### config.mk
export PLATFORM = sky130hd
export DESIGN_NAME = rtcirq_top
export DESIGN_NICKNAME = d
export VERILOG_FILES = /design/src/rtcirq_pkg.sv /design/src/rtcirq_alarm.sv /design/src/rtcirq_top.sv /design/src/rtcirq_wdog.sv
export VERILOG_INCLUDE_DIRS = /design/src
export SDC_FILE = /design/constraint.sdc
export NUM_CORES = 1
export LEC_CHECK = 0
export BUFFER_PORTS_ARGS = -buffer_cell sky130_fd_sc_hd__buf_2
export CORE_MARGIN = 3
export CORE_UTILIZATION = 30
export CTS_CLUSTER_DIAMETER = 30
export DETAILED_ROUTE_END_ITERATION = 7
export GPL_TIMING_DRIVEN = 0
export REMOVE_ABC_BUFFERS = 1
export SLEW_MARGIN = 30
export SYNTH_ARGS = -nofsm -noshare
export SYNTH_HDL_FRONTEND = slang
export SYNTH_SLANG_ARGS = --single-unit
### constraint.sdc
create_clock -name pclk -period 2.3 [get_ports pclk]
set_input_delay 0.23 -clock pclk [delete_from_list [all_inputs] [get_ports pclk]]
set_output_delay 0.23 -clock pclk [all_outputs]
set_load 0.02 [all_outputs]
### src/rtcirq_consts.svh
// Register indices, field positions, reset values and timing for the RTC interrupt block.
// Assumes a 32-bit APB where each register index occupies one word (byte address = index * 4).
`ifndef RTCIRQ_CONSTS_SVH
`define RTCIRQ_CONSTS_SVH

// Register indices, compared against paddr[21:2].
`define RTCIRQ_IDX_FLAGS 20'hFFFF0
`define RTCIRQ_IDX_ALM_SEC 20'hFFFF2
`define RTCIRQ_IDX_ALM_MIN 20'hFFFF3
`define RTCIRQ_IDX_ALM_HOUR 20'hFFFF4
`define RTCIRQ_IDX_ALM_DATE 20'hFFFF5
`define RTCIRQ_IDX_INT 20'hFFFF6
`define RTCIRQ_IDX_WDOG 20'hFFFF7

// Event flags field positions.
`define RTCIRQ_FLG_WDF 7
`define RTCIRQ_FLG_AF 6
`define RTCIRQ_FLG_PF 5
`define RTCIRQ_FLG_OSC_FAIL_FLAG 4
`define RTCIRQ_FLG_CAL 2
`define RTCIRQ_FLG_W 1
`define RTCIRQ_FLG_R 0

// Interrupt control field positions.
`define RTCIRQ_INT_WIE 7
`define RTCIRQ_INT_AIE 6
`define RTCIRQ_INT_PFE 5
`define RTCIRQ_INT_HL 3
`define RTCIRQ_INT_PL 2

// Watchdog control field positions and alarm match bit.
`define RTCIRQ_WD_STROBE 7
`define RTCIRQ_WD_LOCK 6
`define RTCIRQ_ALM_M 7

// Reset values.
`define RTCIRQ_FLAGS_RST 8'h00
`define RTCIRQ_INT_RST 8'h08
`define RTCIRQ_WDT_RST 6'h00
`define RTCIRQ_ALM_RST 8'h80

// Timing: interrupt pulse length in ms and clock rate in MHz.
`define RTCIRQ_PULSE_MS 200
`define RTCIRQ_CLK_MHZ 200

`endif

### src/rtcirq_pkg.sv
// Types shared by the RTC interrupt block.
// Assumes nothing beyond a SystemVerilog compiler.
package rtcirq_pkg;

    // States of the interrupt pulse generator.
    typedef enum logic {
        st_idle,
        st_pulse
    } rtcirq_pulse_state_t;

endpackage : rtcirq_pkg

### src/rtcirq_alarm.sv
// Alarm comparator: checks the applied alarm fields once per seconds update.
// Assumes the time fields and sec_tick come from counters in the pclk domain.
`timescale 1ns/1ps
`include "rtcirq_consts.svh"
module rtcirq_alarm (
    // Clock and reset.
    input wire logic clk,
    input wire logic rst_n,
    // Current time.
    input wire logic sec_tick,
    input wire logic [6:0] cur_sec,
    input wire logic [6:0] cur_min,
    input wire logic [5:0] cur_hour,
    input wire logic [5:0] cur_date,
    // Applied alarm fields, match bit in bit 7.
    input wire logic [7:0] alm_sec,
    input wire logic [7:0] alm_min,
    input wire logic [7:0] alm_hour,
    input wire logic [7:0] alm_date,
    // Match event.
    output logic match
);
    logic all_off;
    logic hit;

    // A field passes when excluded by its match bit or equal to the time.
    function automatic logic field_ok(input logic [7:0] alm, input logic [6:0] cur);
        field_ok = alm[`RTCIRQ_ALM_M] || (alm[6:0] == cur);
    endfunction : field_ok

    // Every match bit set disables the alarm completely.
    assign all_off = alm_sec[`RTCIRQ_ALM_M] && alm_min[`RTCIRQ_ALM_M]
        && alm_hour[`RTCIRQ_ALM_M] && alm_date[`RTCIRQ_ALM_M];
    assign hit = !all_off && field_ok(alm_sec, cur_sec) && field_ok(alm_min, cur_min)
        && field_ok(alm_hour, {1'b0, cur_hour}) && field_ok(alm_date, {1'b0, cur_date});

    // One match pulse per seconds update.
    always_ff @(posedge clk or negedge rst_n)
    begin
        if (!rst_n)
            match <= 1'b0;
        else
            match <= sec_tick && hit;
    end

    property p_alarm_disabled;
        @(posedge clk) disable iff (!rst_n) all_off |=> !match;
    endproperty
    a_alarm_disabled: assert property (p_alarm_disabled)
        else $error("Alarm fired with every match bit set.");

endmodule : rtcirq_alarm

### src/rtcirq_top.sv
// RTC alarm, watchdog and interrupt logic with an APB register slave.
// Assumes time fields and sec_tick on pclk; oscillator and power signals are asynchronous pins.
// What this block does
// - Alarm match against current time sets alarm flag, interrupts when enabled.
// - Each alarm field has a match bit; zero includes the field.
// - All match bits one disables alarm; all zero needs exact match.
// - Reading the flags register clears alarm flag and the watchdog and power-fail flags.
// - Host sets write-hold around alarm writes; values apply when it clears.
// - Watchdog counts down on the 32 Hz tick only with oscillator running.
// - At power-up the stored timeout loads and counting starts at once.
// - Writing the strobe reloads the timeout and restarts the countdown.
// - Reaching zero sets the watchdog flag and interrupts when enabled.
// - Timeout bits are written only while the write-lock bit is zero.
// - A timeout value of zero disables the watchdog entirely.
// - On backup supply host access is blocked; counting continues inside.
// - Interrupt asserts only for a set flag with its enable at one.
// - Pulse mode drives the interrupt active for about 200 ms.
// - No interrupts are raised while running from the backup supply.
// - With enable zero an event only sets its own flag.
// - Polarity one: active high push-pull; zero: active low open-drain.
// - Pulse/level zero holds the pin active until flags are read.
// - Reading flags during a pulse clears flags and ends the pulse.
// - Power-up clears the whole flags register, the oscillator-failed bit included.
// - Write-hold bit freezes timekeeping updates and allows them to be set.
`timescale 1ns/1ps
`include "rtcirq_consts.svh"
module rtcirq_top #(
    parameter int unsigned PULSE_CYCLES = `RTCIRQ_PULSE_MS * 1000 * `RTCIRQ_CLK_MHZ,
    parameter int PCW = 26,
    parameter logic [5:0] WDT_INIT = `RTCIRQ_WDT_RST
) (
    // Clock and reset.
    input wire logic pclk,
    input wire logic presetn,
    // APB slave.
    input wire logic psel,
    input wire logic penable,
    input wire logic pwrite,
    input wire logic [21:0] paddr,
    input wire logic [31:0] pwdata,
    output logic [31:0] prdata,
    output logic pready,
    output logic pslverr,
    // Time from the timekeeping counters.
    input wire logic sec_tick,
    input wire logic [6:0] cur_sec,
    input wire logic [6:0] cur_min,
    input wire logic [5:0] cur_hour,
    input wire logic [5:0] cur_date,
    // Asynchronous oscillator and power pins.
    input wire logic osc_tick_32hz,
    input wire logic osc_running,
    input wire logic vcc_above_switch,
    input wire logic pwr_fail_det,
    input wire logic osc_fail_det,
    // Controls to the timekeeping logic.
    output logic time_write_hold,
    output logic time_read_hold,
    output logic cal_out_en,
    // Interrupt pin.
    output logic int_o,
    output logic int_oe_n
);
    localparam int NS = 5;
    logic [NS-1:0] sync1_q;
    logic [NS-1:0] sync2_q;
    logic [NS-1:0] sync3_q;
    logic tick_rise;
    logic osc_run;
    logic on_primary;
    logic pf_rise;
    logic osc_fail_flag_rise;
    logic setup;
    logic acc;
    logic acc_wr;
    logic rd_flags;
    logic mapped;
    logic wdf_q;
    logic af_q;
    logic pf_q;
    logic osc_fail_flag_q;
    logic cal_q;
    logic w_q;
    logic r_q;
    logic wdf_d;
    logic af_d;
    logic pf_d;
    logic [7:0] int_ctl_q;
    logic wdw_q;
    logic [5:0] wdt_q;
    logic wd_reload_q;
    logic wd_expire;
    logic [7:0] alm_stage_q [4];
    logic [7:0] alm_act_q [4];
    logic w_fall;
    logic alarm_match;
    logic irq_src_d;
    logic irq_new;
    rtcirq_pkg::rtcirq_pulse_state_t pst_q;
    rtcirq_pkg::rtcirq_pulse_state_t pst_d;
    logic [PCW-1:0] pcnt_q;
    logic int_active_q;
    logic [7:0] rd_byte;

    // Address decode against a register index.
    function automatic logic hit(input logic [21:0] a, input logic [19:0] idx);
        hit = (a[21:2] == idx);
    endfunction : hit

    // Two-stage synchronisers for the pins, plus a third stage for edge detection.
    genvar gi;
    generate
        for (gi = 0; gi < NS; gi++)
        begin : g_sync
            always_ff @(posedge pclk or negedge presetn)
            begin
                if (!presetn)
                begin
                    sync1_q[gi] <= 1'b0;
                    sync2_q[gi] <= 1'b0;
                    sync3_q[gi] <= 1'b0;
                end
                else
                begin
                    sync1_q[gi] <= (gi == 0) ? osc_tick_32hz : (gi == 1) ? osc_running :
                        (gi == 2) ? vcc_above_switch : (gi == 3) ? pwr_fail_det : osc_fail_det;
                    sync2_q[gi] <= sync1_q[gi];
                    sync3_q[gi] <= sync2_q[gi];
                end
            end
        end
    endgenerate

    // Synchronised levels and edges.
    assign tick_rise = sync2_q[0] && !sync3_q[0];
    assign osc_run = sync2_q[1];
    assign on_primary = sync2_q[2];
    assign pf_rise = sync2_q[3] && !sync3_q[3];
    assign osc_fail_flag_rise = sync2_q[4] && !sync3_q[4];

    // APB phases; access is refused while on backup supply.
    assign setup = psel && !penable;
    assign acc = psel && penable && on_primary;
    assign acc_wr = acc && pwrite;
    assign rd_flags = acc && !pwrite && hit(paddr, `RTCIRQ_IDX_FLAGS);
    assign mapped = hit(paddr, `RTCIRQ_IDX_FLAGS) || hit(paddr, `RTCIRQ_IDX_INT)
        || hit(paddr, `RTCIRQ_IDX_WDOG) || (paddr[21:2] >= `RTCIRQ_IDX_ALM_SEC
        && paddr[21:2] <= `RTCIRQ_IDX_ALM_DATE);
    assign pready = 1'b1;
    assign pslverr = psel && penable && (!on_primary || !mapped);

    // Read data is captured in the setup phase so it holds the pre-clear flags.
    always_comb
    begin
        rd_byte = 8'h00;
        if (hit(paddr, `RTCIRQ_IDX_FLAGS))
            rd_byte = {wdf_q, af_q, pf_q, osc_fail_flag_q, 1'b0, cal_q, w_q, r_q};
        else if (hit(paddr, `RTCIRQ_IDX_INT))
            rd_byte = int_ctl_q;
        else if (hit(paddr, `RTCIRQ_IDX_WDOG))
            rd_byte = {1'b0, wdw_q, wdt_q};
        else if (mapped)
            rd_byte = alm_stage_q[paddr[3:2] - 2'h2];
    end

    always_ff @(posedge pclk or negedge presetn)
    begin
        if (!presetn)
            prdata <= 32'h0000_0000;
        else if (setup)
            prdata <= on_primary ? {24'h00_0000, rd_byte} : 32'h0000_0000;
    end

    // Event flags: hardware set wins over the clear caused by a read.
    always_comb
    begin
        wdf_d = wd_expire || (wdf_q && !rd_flags);
        af_d = alarm_match || (af_q && !rd_flags);
        pf_d = pf_rise || (pf_q && !rd_flags);
    end

    always_ff @(posedge pclk or negedge presetn)
    begin
        if (!presetn)
        begin
            wdf_q <= 1'b0;
            af_q <= 1'b0;
            pf_q <= 1'b0;
        end
        else
        begin
            wdf_q <= wdf_d;
            af_q <= af_d;
            pf_q <= pf_d;
        end
    end

    // Control bits of the flags register and the oscillator-failed flag.
    always_ff @(posedge pclk or negedge presetn)
    begin
        if (!presetn)
        begin
            w_q <= 1'b0;
            r_q <= 1'b0;
            cal_q <= 1'b0;
            osc_fail_flag_q <= 1'b0;
        end
        else
        begin
            if (acc_wr && hit(paddr, `RTCIRQ_IDX_FLAGS))
            begin
                w_q <= pwdata[`RTCIRQ_FLG_W];
                r_q <= pwdata[`RTCIRQ_FLG_R];
                if (w_q)
                    cal_q <= pwdata[`RTCIRQ_FLG_CAL];
            end
            if (osc_fail_flag_rise)
                osc_fail_flag_q <= 1'b1;
            else if (acc_wr && hit(paddr, `RTCIRQ_IDX_FLAGS) && w_q && !pwdata[`RTCIRQ_FLG_OSC_FAIL_FLAG])
                osc_fail_flag_q <= 1'b0;
        end
    end

    assign time_write_hold = w_q;
    assign time_read_hold = r_q;
    assign cal_out_en = cal_q;

    // Interrupt control register.
    always_ff @(posedge pclk or negedge presetn)
    begin
        if (!presetn)
            int_ctl_q <= `RTCIRQ_INT_RST;
        else if (acc_wr && hit(paddr, `RTCIRQ_IDX_INT))
            int_ctl_q <= pwdata[7:0] & 8'hEC;
    end

    // Watchdog control: timeout bits written only with the lock bit clear.
    always_ff @(posedge pclk or negedge presetn)
    begin
        if (!presetn)
        begin
            wdw_q <= 1'b0;
            wdt_q <= WDT_INIT;
        end
        else if (acc_wr && hit(paddr, `RTCIRQ_IDX_WDOG))
        begin
            wdw_q <= pwdata[`RTCIRQ_WD_LOCK];
            if (!pwdata[`RTCIRQ_WD_LOCK])
                wdt_q <= pwdata[5:0];
        end
    end

    // The strobe is delayed one cycle so a timeout written in the same transfer is loaded.
    always_ff @(posedge pclk or negedge presetn)
    begin
        if (!presetn)
            wd_reload_q <= 1'b0;
        else
            wd_reload_q <= acc_wr && hit(paddr, `RTCIRQ_IDX_WDOG)
                && pwdata[`RTCIRQ_WD_STROBE];
    end

    rtcirq_wdog #(
        .TW(6)
    ) u_wdog (
        .clk(pclk),
        .rst_n(presetn),
        .tick(tick_rise),
        .osc_run(osc_run),
        .timeout(wdt_q),
        .reload(wd_reload_q),
        .expire(wd_expire)
    );

    // Alarm staging takes writes under write-hold; the applied copy loads when it clears.
    assign w_fall = w_q && acc_wr && hit(paddr, `RTCIRQ_IDX_FLAGS) && !pwdata[`RTCIRQ_FLG_W];

    always_ff @(posedge pclk or negedge presetn)
    begin
        if (!presetn)
        begin
            for (int i = 0; i < 4; i++)
            begin
                alm_stage_q[i] <= `RTCIRQ_ALM_RST;
                alm_act_q[i] <= `RTCIRQ_ALM_RST;
            end
        end
        else
        begin
            if (acc_wr && w_q && paddr[21:2] >= `RTCIRQ_IDX_ALM_SEC
                && paddr[21:2] <= `RTCIRQ_IDX_ALM_DATE)
                alm_stage_q[paddr[3:2] - 2'h2] <= pwdata[7:0];
            if (w_fall)
                alm_act_q <= alm_stage_q;
        end
    end

    rtcirq_alarm u_alarm (
        .clk(pclk),
        .rst_n(presetn),
        .sec_tick(sec_tick),
        .cur_sec(cur_sec),
        .cur_min(cur_min),
        .cur_hour(cur_hour),
        .cur_date(cur_date),
        .alm_sec(alm_act_q[0]),
        .alm_min(alm_act_q[1]),
        .alm_hour(alm_act_q[2]),
        .alm_date(alm_act_q[3]),
        .match(alarm_match)
    );

    // Enabled sources, gated off on backup supply.
    assign irq_src_d = on_primary && ((wdf_d && int_ctl_q[`RTCIRQ_INT_WIE])
        || (af_d && int_ctl_q[`RTCIRQ_INT_AIE]) || (pf_d && int_ctl_q[`RTCIRQ_INT_PFE]));
    assign irq_new = on_primary && ((wd_expire && int_ctl_q[`RTCIRQ_INT_WIE])
        || (alarm_match && int_ctl_q[`RTCIRQ_INT_AIE]) || (pf_rise && int_ctl_q[`RTCIRQ_INT_PFE]));

    // Pulse generator: starts on a new enabled event, ends on timeout or a flags read.
    always_comb
    begin
        pst_d = pst_q;
        unique case (pst_q)
            rtcirq_pkg::st_idle:
                if (irq_new && int_ctl_q[`RTCIRQ_INT_PL])
                    pst_d = rtcirq_pkg::st_pulse;
            rtcirq_pkg::st_pulse:
                if (rd_flags || !on_primary || pcnt_q == PCW'(PULSE_CYCLES - 1))
                    pst_d = rtcirq_pkg::st_idle;
        endcase
    end

    always_ff @(posedge pclk or negedge presetn)
    begin
        if (!presetn)
        begin
            pst_q <= rtcirq_pkg::st_idle;
            pcnt_q <= '0;
        end
        else
        begin
            pst_q <= pst_d;
            pcnt_q <= (pst_q == rtcirq_pkg::st_pulse) ? pcnt_q + PCW'(1) : '0;
        end
    end

    // Active state of the pin: pulse in pulse mode, held source in level mode.
    always_ff @(posedge pclk or negedge presetn)
    begin
        if (!presetn)
            int_active_q <= 1'b0;
        else if (int_ctl_q[`RTCIRQ_INT_PL])
            int_active_q <= (pst_d == rtcirq_pkg::st_pulse) && on_primary;
        else
            int_active_q <= irq_src_d;
    end

    // Pin driver: push-pull active high, or open-drain active low.
    always_ff @(posedge pclk or negedge presetn)
    begin
        if (!presetn)
        begin
            int_o <= 1'b0;
            int_oe_n <= 1'b1;
        end
        else if (int_ctl_q[`RTCIRQ_INT_HL])
        begin
            int_o <= int_active_q;
            int_oe_n <= !on_primary;
        end
        else
        begin
            int_o <= 1'b0;
            int_oe_n <= !(int_active_q && on_primary);
        end
    end

    property p_af_set;
        @(posedge pclk) disable iff (!presetn) alarm_match |=> af_q;
    endproperty
    a_af_set: assert property (p_af_set)
        else $error("Alarm match did not set the alarm flag.");

    property p_rd_clears;
        @(posedge pclk) disable iff (!presetn)
            rd_flags && !alarm_match && !wd_expire && !pf_rise |=> !af_q && !wdf_q && !pf_q;
    endproperty
    a_rd_clears: assert property (p_rd_clears)
        else $error("Flags read did not clear the event flags.");

    property p_alarm_hold;
        @(posedge pclk) disable iff (!presetn) w_q && !w_fall |=> $stable(alm_act_q[0]);
    endproperty
    a_alarm_hold: assert property (p_alarm_hold)
        else $error("Applied alarm changed while write-hold was set.");

    property p_wdt_lock;
        @(posedge pclk) disable iff (!presetn)
            acc_wr && hit(paddr, `RTCIRQ_IDX_WDOG) && pwdata[`RTCIRQ_WD_LOCK] |=> $stable(wdt_q);
    endproperty
    a_wdt_lock: assert property (p_wdt_lock)
        else $error("Timeout bits changed under write lock.");

    property p_backup_quiet;
        @(posedge pclk) disable iff (!presetn) !on_primary ##1 !on_primary |=> int_oe_n;
    endproperty
    a_backup_quiet: assert property (p_backup_quiet)
        else $error("Interrupt pin driven on backup supply.");

    property p_level_needs_src;
        @(posedge pclk) disable iff (!presetn)
            !int_ctl_q[`RTCIRQ_INT_PL] && !irq_src_d |=> !int_active_q;
    endproperty
    a_level_needs_src: assert property (p_level_needs_src)
        else $error("Interrupt active without an enabled flag.");

    property p_level_holds;
        @(posedge pclk) disable iff (!presetn)
            !int_ctl_q[`RTCIRQ_INT_PL] && irq_src_d |=> int_active_q;
    endproperty
    a_level_holds: assert property (p_level_holds)
        else $error("Level interrupt dropped before the flags read.");

    property p_pulse_cut;
        @(posedge pclk) disable iff (!presetn)
            pst_q == rtcirq_pkg::st_pulse && rd_flags |=> pst_q == rtcirq_pkg::st_idle && !int_active_q;
    endproperty
    a_pulse_cut: assert property (p_pulse_cut)
        else $error("Flags read did not end the interrupt pulse.");

endmodule : rtcirq_top

### src/rtcirq_wdog.sv
// Watchdog down-counter clocked by a synchronised 32 Hz tick.
// Assumes tick is a one-cycle pulse already in the pclk domain.
`timescale 1ns/1ps
module rtcirq_wdog #(
    parameter int TW = 6
) (
    // Clock and reset.
    input wire logic clk,
    input wire logic rst_n,
    // Tick and controls.
    input wire logic tick,
    input wire logic osc_run,
    input wire logic [TW-1:0] timeout,
    input wire logic reload,
    // Timeout event.
    output logic expire
);
    logic [TW-1:0] cnt_q;
    logic armed_q;
    logic step;

    // A tick counts only with the oscillator running and a nonzero timeout.
    assign step = tick && osc_run && (timeout != '0);

    // Load after reset or strobe, then count down and restart on reaching zero.
    always_ff @(posedge clk or negedge rst_n)
    begin
        if (!rst_n)
        begin
            cnt_q <= '0;
            armed_q <= 1'b0;
        end
        else if (!armed_q || reload)
        begin
            cnt_q <= timeout;
            armed_q <= 1'b1;
        end
        else if (step)
        begin
            cnt_q <= (cnt_q <= TW'(1)) ? timeout : cnt_q - TW'(1);
        end
    end

    // Expiry is flagged when the count steps from one to zero.
    always_ff @(posedge clk or negedge rst_n)
    begin
        if (!rst_n)
            expire <= 1'b0;
        else
            expire <= armed_q && !reload && step && (cnt_q <= TW'(1));
    end

    property p_wdog_zero_silent;
        @(posedge clk) disable iff (!rst_n) (timeout == '0) |=> !expire;
    endproperty
    a_wdog_zero_silent: assert property (p_wdog_zero_silent)
        else $error("Watchdog expired with zero timeout.");

    property p_wdog_needs_osc;
        @(posedge clk) disable iff (!rst_n) expire |-> $past(tick && osc_run && !reload);
    endproperty
    a_wdog_needs_osc: assert property (p_wdog_needs_osc)
        else $error("Watchdog expired without a running-oscillator tick.");

endmodule : rtcirq_wdog

# [Word-level counts from Yosys, hierarchy flattened]
# Index checks and enable logic that the tools add are counted.
# Widths: inputs -> output; s select.
[word_totals] elab_cells=171 inputBits=91 register_bits=168 out_inout_bits=39
[op_classes] muxes=23 magnitude_cmp=5 reduce_logical=87 add_sub_neg=3 n_bitwise=3 eq_ne=8
[op_table] cell="$mux 8" count=8
[op_table] cell="$eq 20x20->1 const B" count=3
[op_table] cell="$logic_and 1x1->1" count=50
[op_table] cell="$bwmux 32" count=1
[op_table] cell="$add 26x1->26 const B" count=1
[op_table] cell="$eq 26x26->1 const B" count=1
[op_table] cell="$mux 26" count=1
[op_table] cell="$ge 20x20->1 const B" count=1
[op_table] cell="$le 20x20->1 const B" count=1
[op_table] cell="$logic_or 1x1->1" count=18
[op_table] cell="$mux 6" count=3
[op_table] cell="$bmux 8 s2" count=1
[op_table] cell="$demux 8 s2" count=1
[op_table] cell="$eq 7x6->1" count=2
[op_table] cell="$eq 7x7->1" count=2
[op_table] cell="$logic_not 1->1" count=14
[op_table] cell="$mux 1" count=7
[op_table] cell="$le 6x1->1 const B" count=1
[op_table] cell="$reduce_bool 6->1" count=1
[op_table] cell="$sub 6x1->6 const B" count=1
[op_table] cell="$reduce_and 2->1" count=2
[op_table] cell="$reduce_bool 2->1" count=2
[op_table] cell="$ge 3x3->1 const B" count=1
[op_table] cell="$lt 3x1->1 const B" count=1
[op_table] cell="4 further kinds" count=5

# [Depth between registers and ports, before layout]
[logic_depth] depth_word=12 mapped_depth=8 ltp_nobuf=7

# [Cells and area by module]
# A second synthesis with hierarchy kept.
[unflattened] cells_unflattened=589 area_unflattened_um2=6961.7
[by_module_without_submodules] mod="rtcirq_top" seq_area_each_um2=3390.8 area_per_inst_um2=6113.4 instances=1 cells_each=494
[by_module_without_submodules] mod="rtcirq_wdog" seq_area_each_um2=200.2 area_per_inst_um2=499.2 instances=1 cells_each=55
[by_module_without_submodules] mod="rtcirq_alarm" seq_area_each_um2=25.0 area_per_inst_um2=349.1 instances=1 cells_each=40

# [Worst setup path after synthesis]
# OpenSTA, ideal clock, no wires.
[synth_timing] path_type="register -> register" from="register sync2_q[2], in the netlist on_primary" to="register alm_stage_q[16] in the netlist's numbering" stages_incl_launch_ff=8 synth_period_minus_slack_ns=1.835 path_slack_ns=0.465 n_path_buf=2 arrival_ns=1.710 required_ns=2.175 setup_ns=0.125 cell_sequence="dfrtp_1 > buf_4 > nand3_1 > nor2_1 > nand2_2 > or4_1 > buf_4 > mux2_4"
[synth_via] elab_chain_cells=5
[synth_rtl] element="start, declared" line_no="rtcirq_top.sv:66" rtl="logic [NS-1:0] sync2_q;"
[synth_rtl] element="start signal, assigned by index" line_no="rtcirq_top.sv:127" rtl="sync2_q[gi] <= sync1_q[gi];"
[synth_rtl] element="$logic_and 1x1->1" line_no="rtcirq_top.sv:143" rtl="assign acc = psel && penable && on_primary;"
[synth_rtl] element="$logic_and 1x1->1" line_no="rtcirq_top.sv:144" rtl="assign acc_wr = acc && pwrite;"
[synth_rtl] element="$logic_and 1x1->1" line_no="rtcirq_top.sv:290" rtl="if (acc_wr && w_q && paddr[21:2] >= `RTCIRQ_IDX_ALM_SEC"
[synth_rtl] element="$logic_and 1x1->1 (no source line) (2 in series)"
[synth_rtl] element="end signal, assigned by index" line_no="rtcirq_top.sv:284" rtl="alm_stage_q[i] <= `RTCIRQ_ALM_RST;"
[synth_rtl] element="end signal, assigned by index" line_no="rtcirq_top.sv:292" rtl="alm_stage_q[paddr[3:2] - 2'h2] <= pwdata[7:0];"
[synth_rtl] element="end, declared" line_no="rtcirq_top.sv:93" rtl="logic [7:0] alm_stage_q [4];"
# No other way between the ends.
# A chain may end at the register's enable or synchronous reset.

# [Final worst setup path]
[layout_timing] from="register pcnt_q[0]" to="register pcnt_q[22]"
[layout_via] elab_chain_cells=2
[layout_rtl] element="start, declared" line_no="rtcirq_top.sv:101" rtl="logic [PCW-1:0] pcnt_q;"
[layout_rtl] element="start signal, assigned" line_no="rtcirq_top.sv:343" rtl="pcnt_q <= (pst_q == rtcirq_pkg::st_pulse) ? pcnt_q + PCW'(1) : '0;"
[layout_rtl] element="$add 26x1->26" line_no="rtcirq_top.sv:343"
[layout_rtl] element="$mux 26" line_no="rtcirq_top.sv:343"
# No other way between the ends.

==> out/summary.log <==
INFO  drt            dr.first_iter.drc_count=229
INFO  finish         synthToLayoutAreaGrowth=18.6%
INFO  yosys          synth_warnings=0
INFO  timing         finalMaxSlewViolations=0
INFO  worst_setup_path start_to_end_type_of_the_worst_setup_path=reg -> reg
INFO  power_and_ir_drop total_leakage_power=3.96nW
INFO  flow_run       cap_viol_max_count=0
INFO  drt            routed-via-count=4662
INFO  grt            global_route_wire_length_before_repair=26400um
INFO  drt            avgRoutedWirePerCell=16.1um
INFO  finish         fin_area=8380um2
INFO  grt            grt_overflow_total=0
INFO  finish         final_cells=1004
INFO  worst_setup_path worst_ep_required_time=2.61ns
INFO  floorplan      top_level_ports=130
INFO  timing         finalSetupViolCount=0
INFO  yosys          synth.distinct_cells=58
INFO  place          hpwl_after_dpl=11700um
INFO  drt            ant_nets=0
INFO  floorplan      start_util=0.308
INFO  drt            met2WireLength=7170um
INFO  finish         diodes=0
INFO  timing         totalNegativeSetupSlack=0ns
INFO  floorplan      std_cell_core_area=22900um2
INFO  finish         final_layout_size_suffix_gt1_frac=0.321
INFO  timing         slew_headroom=0.503
INFO  clock_network  cts_inserted_buffers=17
INFO  timing         fin_skew=0.0132ns
INFO  clock_network  tritoncts=done
INFO  power_and_ir_drop ir_drop=503uV
INFO  yosys          synth_cells=592
INFO  floorplan      dieWidth=159um
INFO  grt            grt_start_max_net_pins=84
INFO  timing         timing.final.crit_period=2.11ns
INFO  place          place_congestion=0.835
INFO  hold_path      min_path_type=in -> reg
INFO  drt            route.layer.met1.wl=8080um
INFO  drt            detail_route.vias_per_cell=4.64
INFO  yosys          number_of_enable_type_register_cells_in_the_synthesized_netlist=0
INFO  timing         max_freq=473MHz
INFO  yosys          synthesis.area=7060um2
INFO  yosys          yosys_register_bits=144
INFO  yosys          async_flop_share=1.00
INFO  drt            met3WireLength=729um
INFO  worst_setup_path timing.critical_path.fanout_max=6
INFO  grt            grt_pass1_vias=4653
INFO  drt            routed_wire_length=16200um
INFO  timing         timing_worst_slew_pin_value=0.739ns
INFO  floorplan      die_height=159um
INFO  worst_setup_path setup.reg_to_reg.worst_slack=0.19ns
INFO  clock_network  clock_slew_at_the_register_clock_pins_of_the_worst_setup_and_hold_paths=0.07ns
INFO  worst_setup_path critical_path.endpoint_type=register
INFO  clock_network  worst_skew_pair.late_latency=0.43ns
INFO  timing         post_route_hold_slack=0.114ns
INFO  floorplan      floorplan.rows=55
INFO  drt            drc=0
INFO  grt            globalRouteTotalUtil=0.132
INFO  drt            top_layer_used=met5
INFO  clock_network  htree_num_levels=4
INFO  clock_network  clock_tree.root_cell=sky130_fd_sc_hd__clkbuf_16
INFO  worst_setup_path critical_path_arrival=2.42ns
INFO  status         status=complete, no violations
INFO  place          number_of_cells_in_the_design_after_placement=965
INFO  clock_network  cts_buffer_depth=2
INFO  drt            first_pass_detailed_route_iteration_total=4
INFO  finish         fin_nets=772
INFO  yosys          synth.yosys.seq_area_share=0.512
INFO  yosys          synth.avg_cell_area=11.9um2
INFO  timing         unrepaired_setup_endpoints_after_global_routing=no
INFO  timing         timing.final.crit_share=0.918
INFO  power_and_ir_drop pwr_density_cell=675nW/um2
INFO  place          place.port_buffers=78
INFO  grt            grt_antenna_before_repair=1
INFO  finish         layout.core_utilization=0.365
INFO  worst_setup_path setup.worst_path.start_class=register
INFO  timing         final_hold_vio_count=0
INFO  place          detailed_place.area=7700um2
INFO  clock_network  clock-sinks=144
INFO  yosys          yosys_most_used_dff=sky130_fd_sc_hd__dfrtp_1
INFO  floorplan      design.die.area=25400um2
[cells by family (layout without fill, tap and decap cells)]
family,after synthesis,after routing,synth area share
AOI/OAI and AO/OA,59,59,0.0544
buffers and inverters,52,127,0.0457
DFF,144,144,0.512
xor gates and xnor gates,51,51,0.0632
and+or+nand+nor,193,193,0.157
muxes,88,88,0.161
adders and majority gates,3,3,0.00532
other,2,26,0.00106
[layout by cell type, fill, tap and decap left out, types with 5 or more instances in the layout]
cell / instances
sky130_fd_sc_hd__xor2_1: 26
sky130_fd_sc_hd__nor4_1: 7
sky130_fd_sc_hd__inv_1: 7
sky130_fd_sc_hd__dlygate4sd3_1: 6
sky130_fd_sc_hd__dfrtp_1: 133
sky130_fd_sc_hd__buf_2: 77
sky130_fd_sc_hd__nand2_1: 33
sky130_fd_sc_hd__a21oi_1: 8
sky130_fd_sc_hd__nand3_1: 23
sky130_fd_sc_hd__conb_1: 26
sky130_fd_sc_hd__mux2_2: 54
sky130_fd_sc_hd__or3_1: 5
sky130_fd_sc_hd__mux2_1: 9
sky130_fd_sc_hd__nand4_1: 15
sky130_fd_sc_hd__o21ai_0: 21
sky130_fd_sc_hd__nor3_1: 8
sky130_fd_sc_hd__a21o_1: 6
sky130_fd_sc_hd__xnor2_1: 25
sky130_fd_sc_hd__and2_1: 26
sky130_fd_sc_hd__nor2_1: 31
sky130_fd_sc_hd__clkbuf_16: 17
sky130_fd_sc_hd__nor2b_1: 8
sky130_fd_sc_hd__mux4_2: 8
sky130_fd_sc_hd__or4_1: 5
sky130_fd_sc_hd__dfstp_2: 10
sky130_fd_sc_hd__mux2_4: 16
[critical path, stage by stage, from the launching register on]
cell and delay, ns:
sky130_fd_sc_hd__dfrtp_1 0.42, sky130_fd_sc_hd__ha_1 0.28, sky130_fd_sc_hd__nand2_1 0.12, sky130_fd_sc_hd__nor4_2 0.67, sky130_fd_sc_hd__nand4_1 0.20, sky130_fd_sc_hd__xnor2_1 0.16
sky130_fd_sc_hd__and2_1 0.15
[power by group]
group          leakage (nW)  switching (mW)  internal (mW)
Sequential             1.93         0.00664           2.55
Clock                 0.291            1.19           1.63
Combinational          1.74           0.192         0.0875
[metrics by stage]
step,worst slack [ns],total power [mW]
floorplan,0.0519,2.69
global placement,-1.13,2.87
detailed placement,-0.380,2.87
CTS,0.0949,5.72
global route,0.0328,5.87
finish,0.188,5.66
[cell type report]
type / count / area [um2]
multi-input cells: 420 / 3220
clock buffers: 17 / 425
inverters: 7 / 26.3
well taps: 313 / 392
clock inverters: 15 / 175
flip-flops and latches: 144 / 3620
repair buffers: 88 / 518
fillers: 2263 / 14500
[worst paths after layout]
kind,from,end,cells past startpoint
max reg2reg,pcnt_q[0],pcnt_q[22],6
max in group asynchronous,presetn,int_oe_n,3
max,pcnt_q[0],pcnt_q[22],6
min,sec_tick,u_alarm.match,3
min in group asynchronous,presetn,alm_act_q[24],2
min reg2reg,sync1_q[3],sync2_q[3],0
[state kept, by name, summed over array words and instances (netlist names), 3 cells and up]
register,count
prdata,8
pcnt_q,26
alm_act_q,32
u_wdog.cnt_q,6
sync3_q,3
sync2_q,3
sync1_q,5
int_ctl_q,5
wdt_q,6
alm_stage_q,32
[cell usage after synthesis, drive strengths merged (4+ instances only)]
| library cell | number | area [um2] |
|---|---|---|
| a21oi | 8 | 40.0 |
| o21ai | 22 | 114 |
| nor3 | 13 | 96.4 |
| or3 | 5 | 31.3 |
| xor2 | 26 | 228 |
| dfrtp | 134 | 3350 |
| nand2b | 4 | 25.0 |
| nand4 | 15 | 93.8 |
| nor2 | 33 | 129 |
| nand2 | 34 | 130 |
| dfstp | 10 | 263 |
| and2 | 26 | 163 |
| mux4 | 8 | 180 |
| clkbuf | 7 | 26.3 |
| or4 | 7 | 52.6 |
| mux2 | 79 | 950 |
| nor4 | 10 | 90.1 |
| xnor2 | 25 | 219 |
| nand3 | 24 | 125 |
| inv | 7 | 26.3 |
| and4 | 4 | 35.0 |
| nor2b | 8 | 50.1 |
| a21o | 6 | 45.0 |
| buf | 38 | 270 |
[routing by layer]
layer | GRT usage | vias to the layer above
met5 | 0 | -
met4 | 0.0346 | 2
met3 | 0.0338 | 19
met2 | 0.197 | 119
met1 | 0.191 | 2295
li1 | - | 2227
[repair_timing]
item	CTS	global route
endpoints found under the setup margin	28	17
hold endpoints to repair	65	0
resized for setup	2	1
pin swaps	1	0
hold buffers	6	0
setup buffers	1	0
Power figures use the tool's default switching activity.
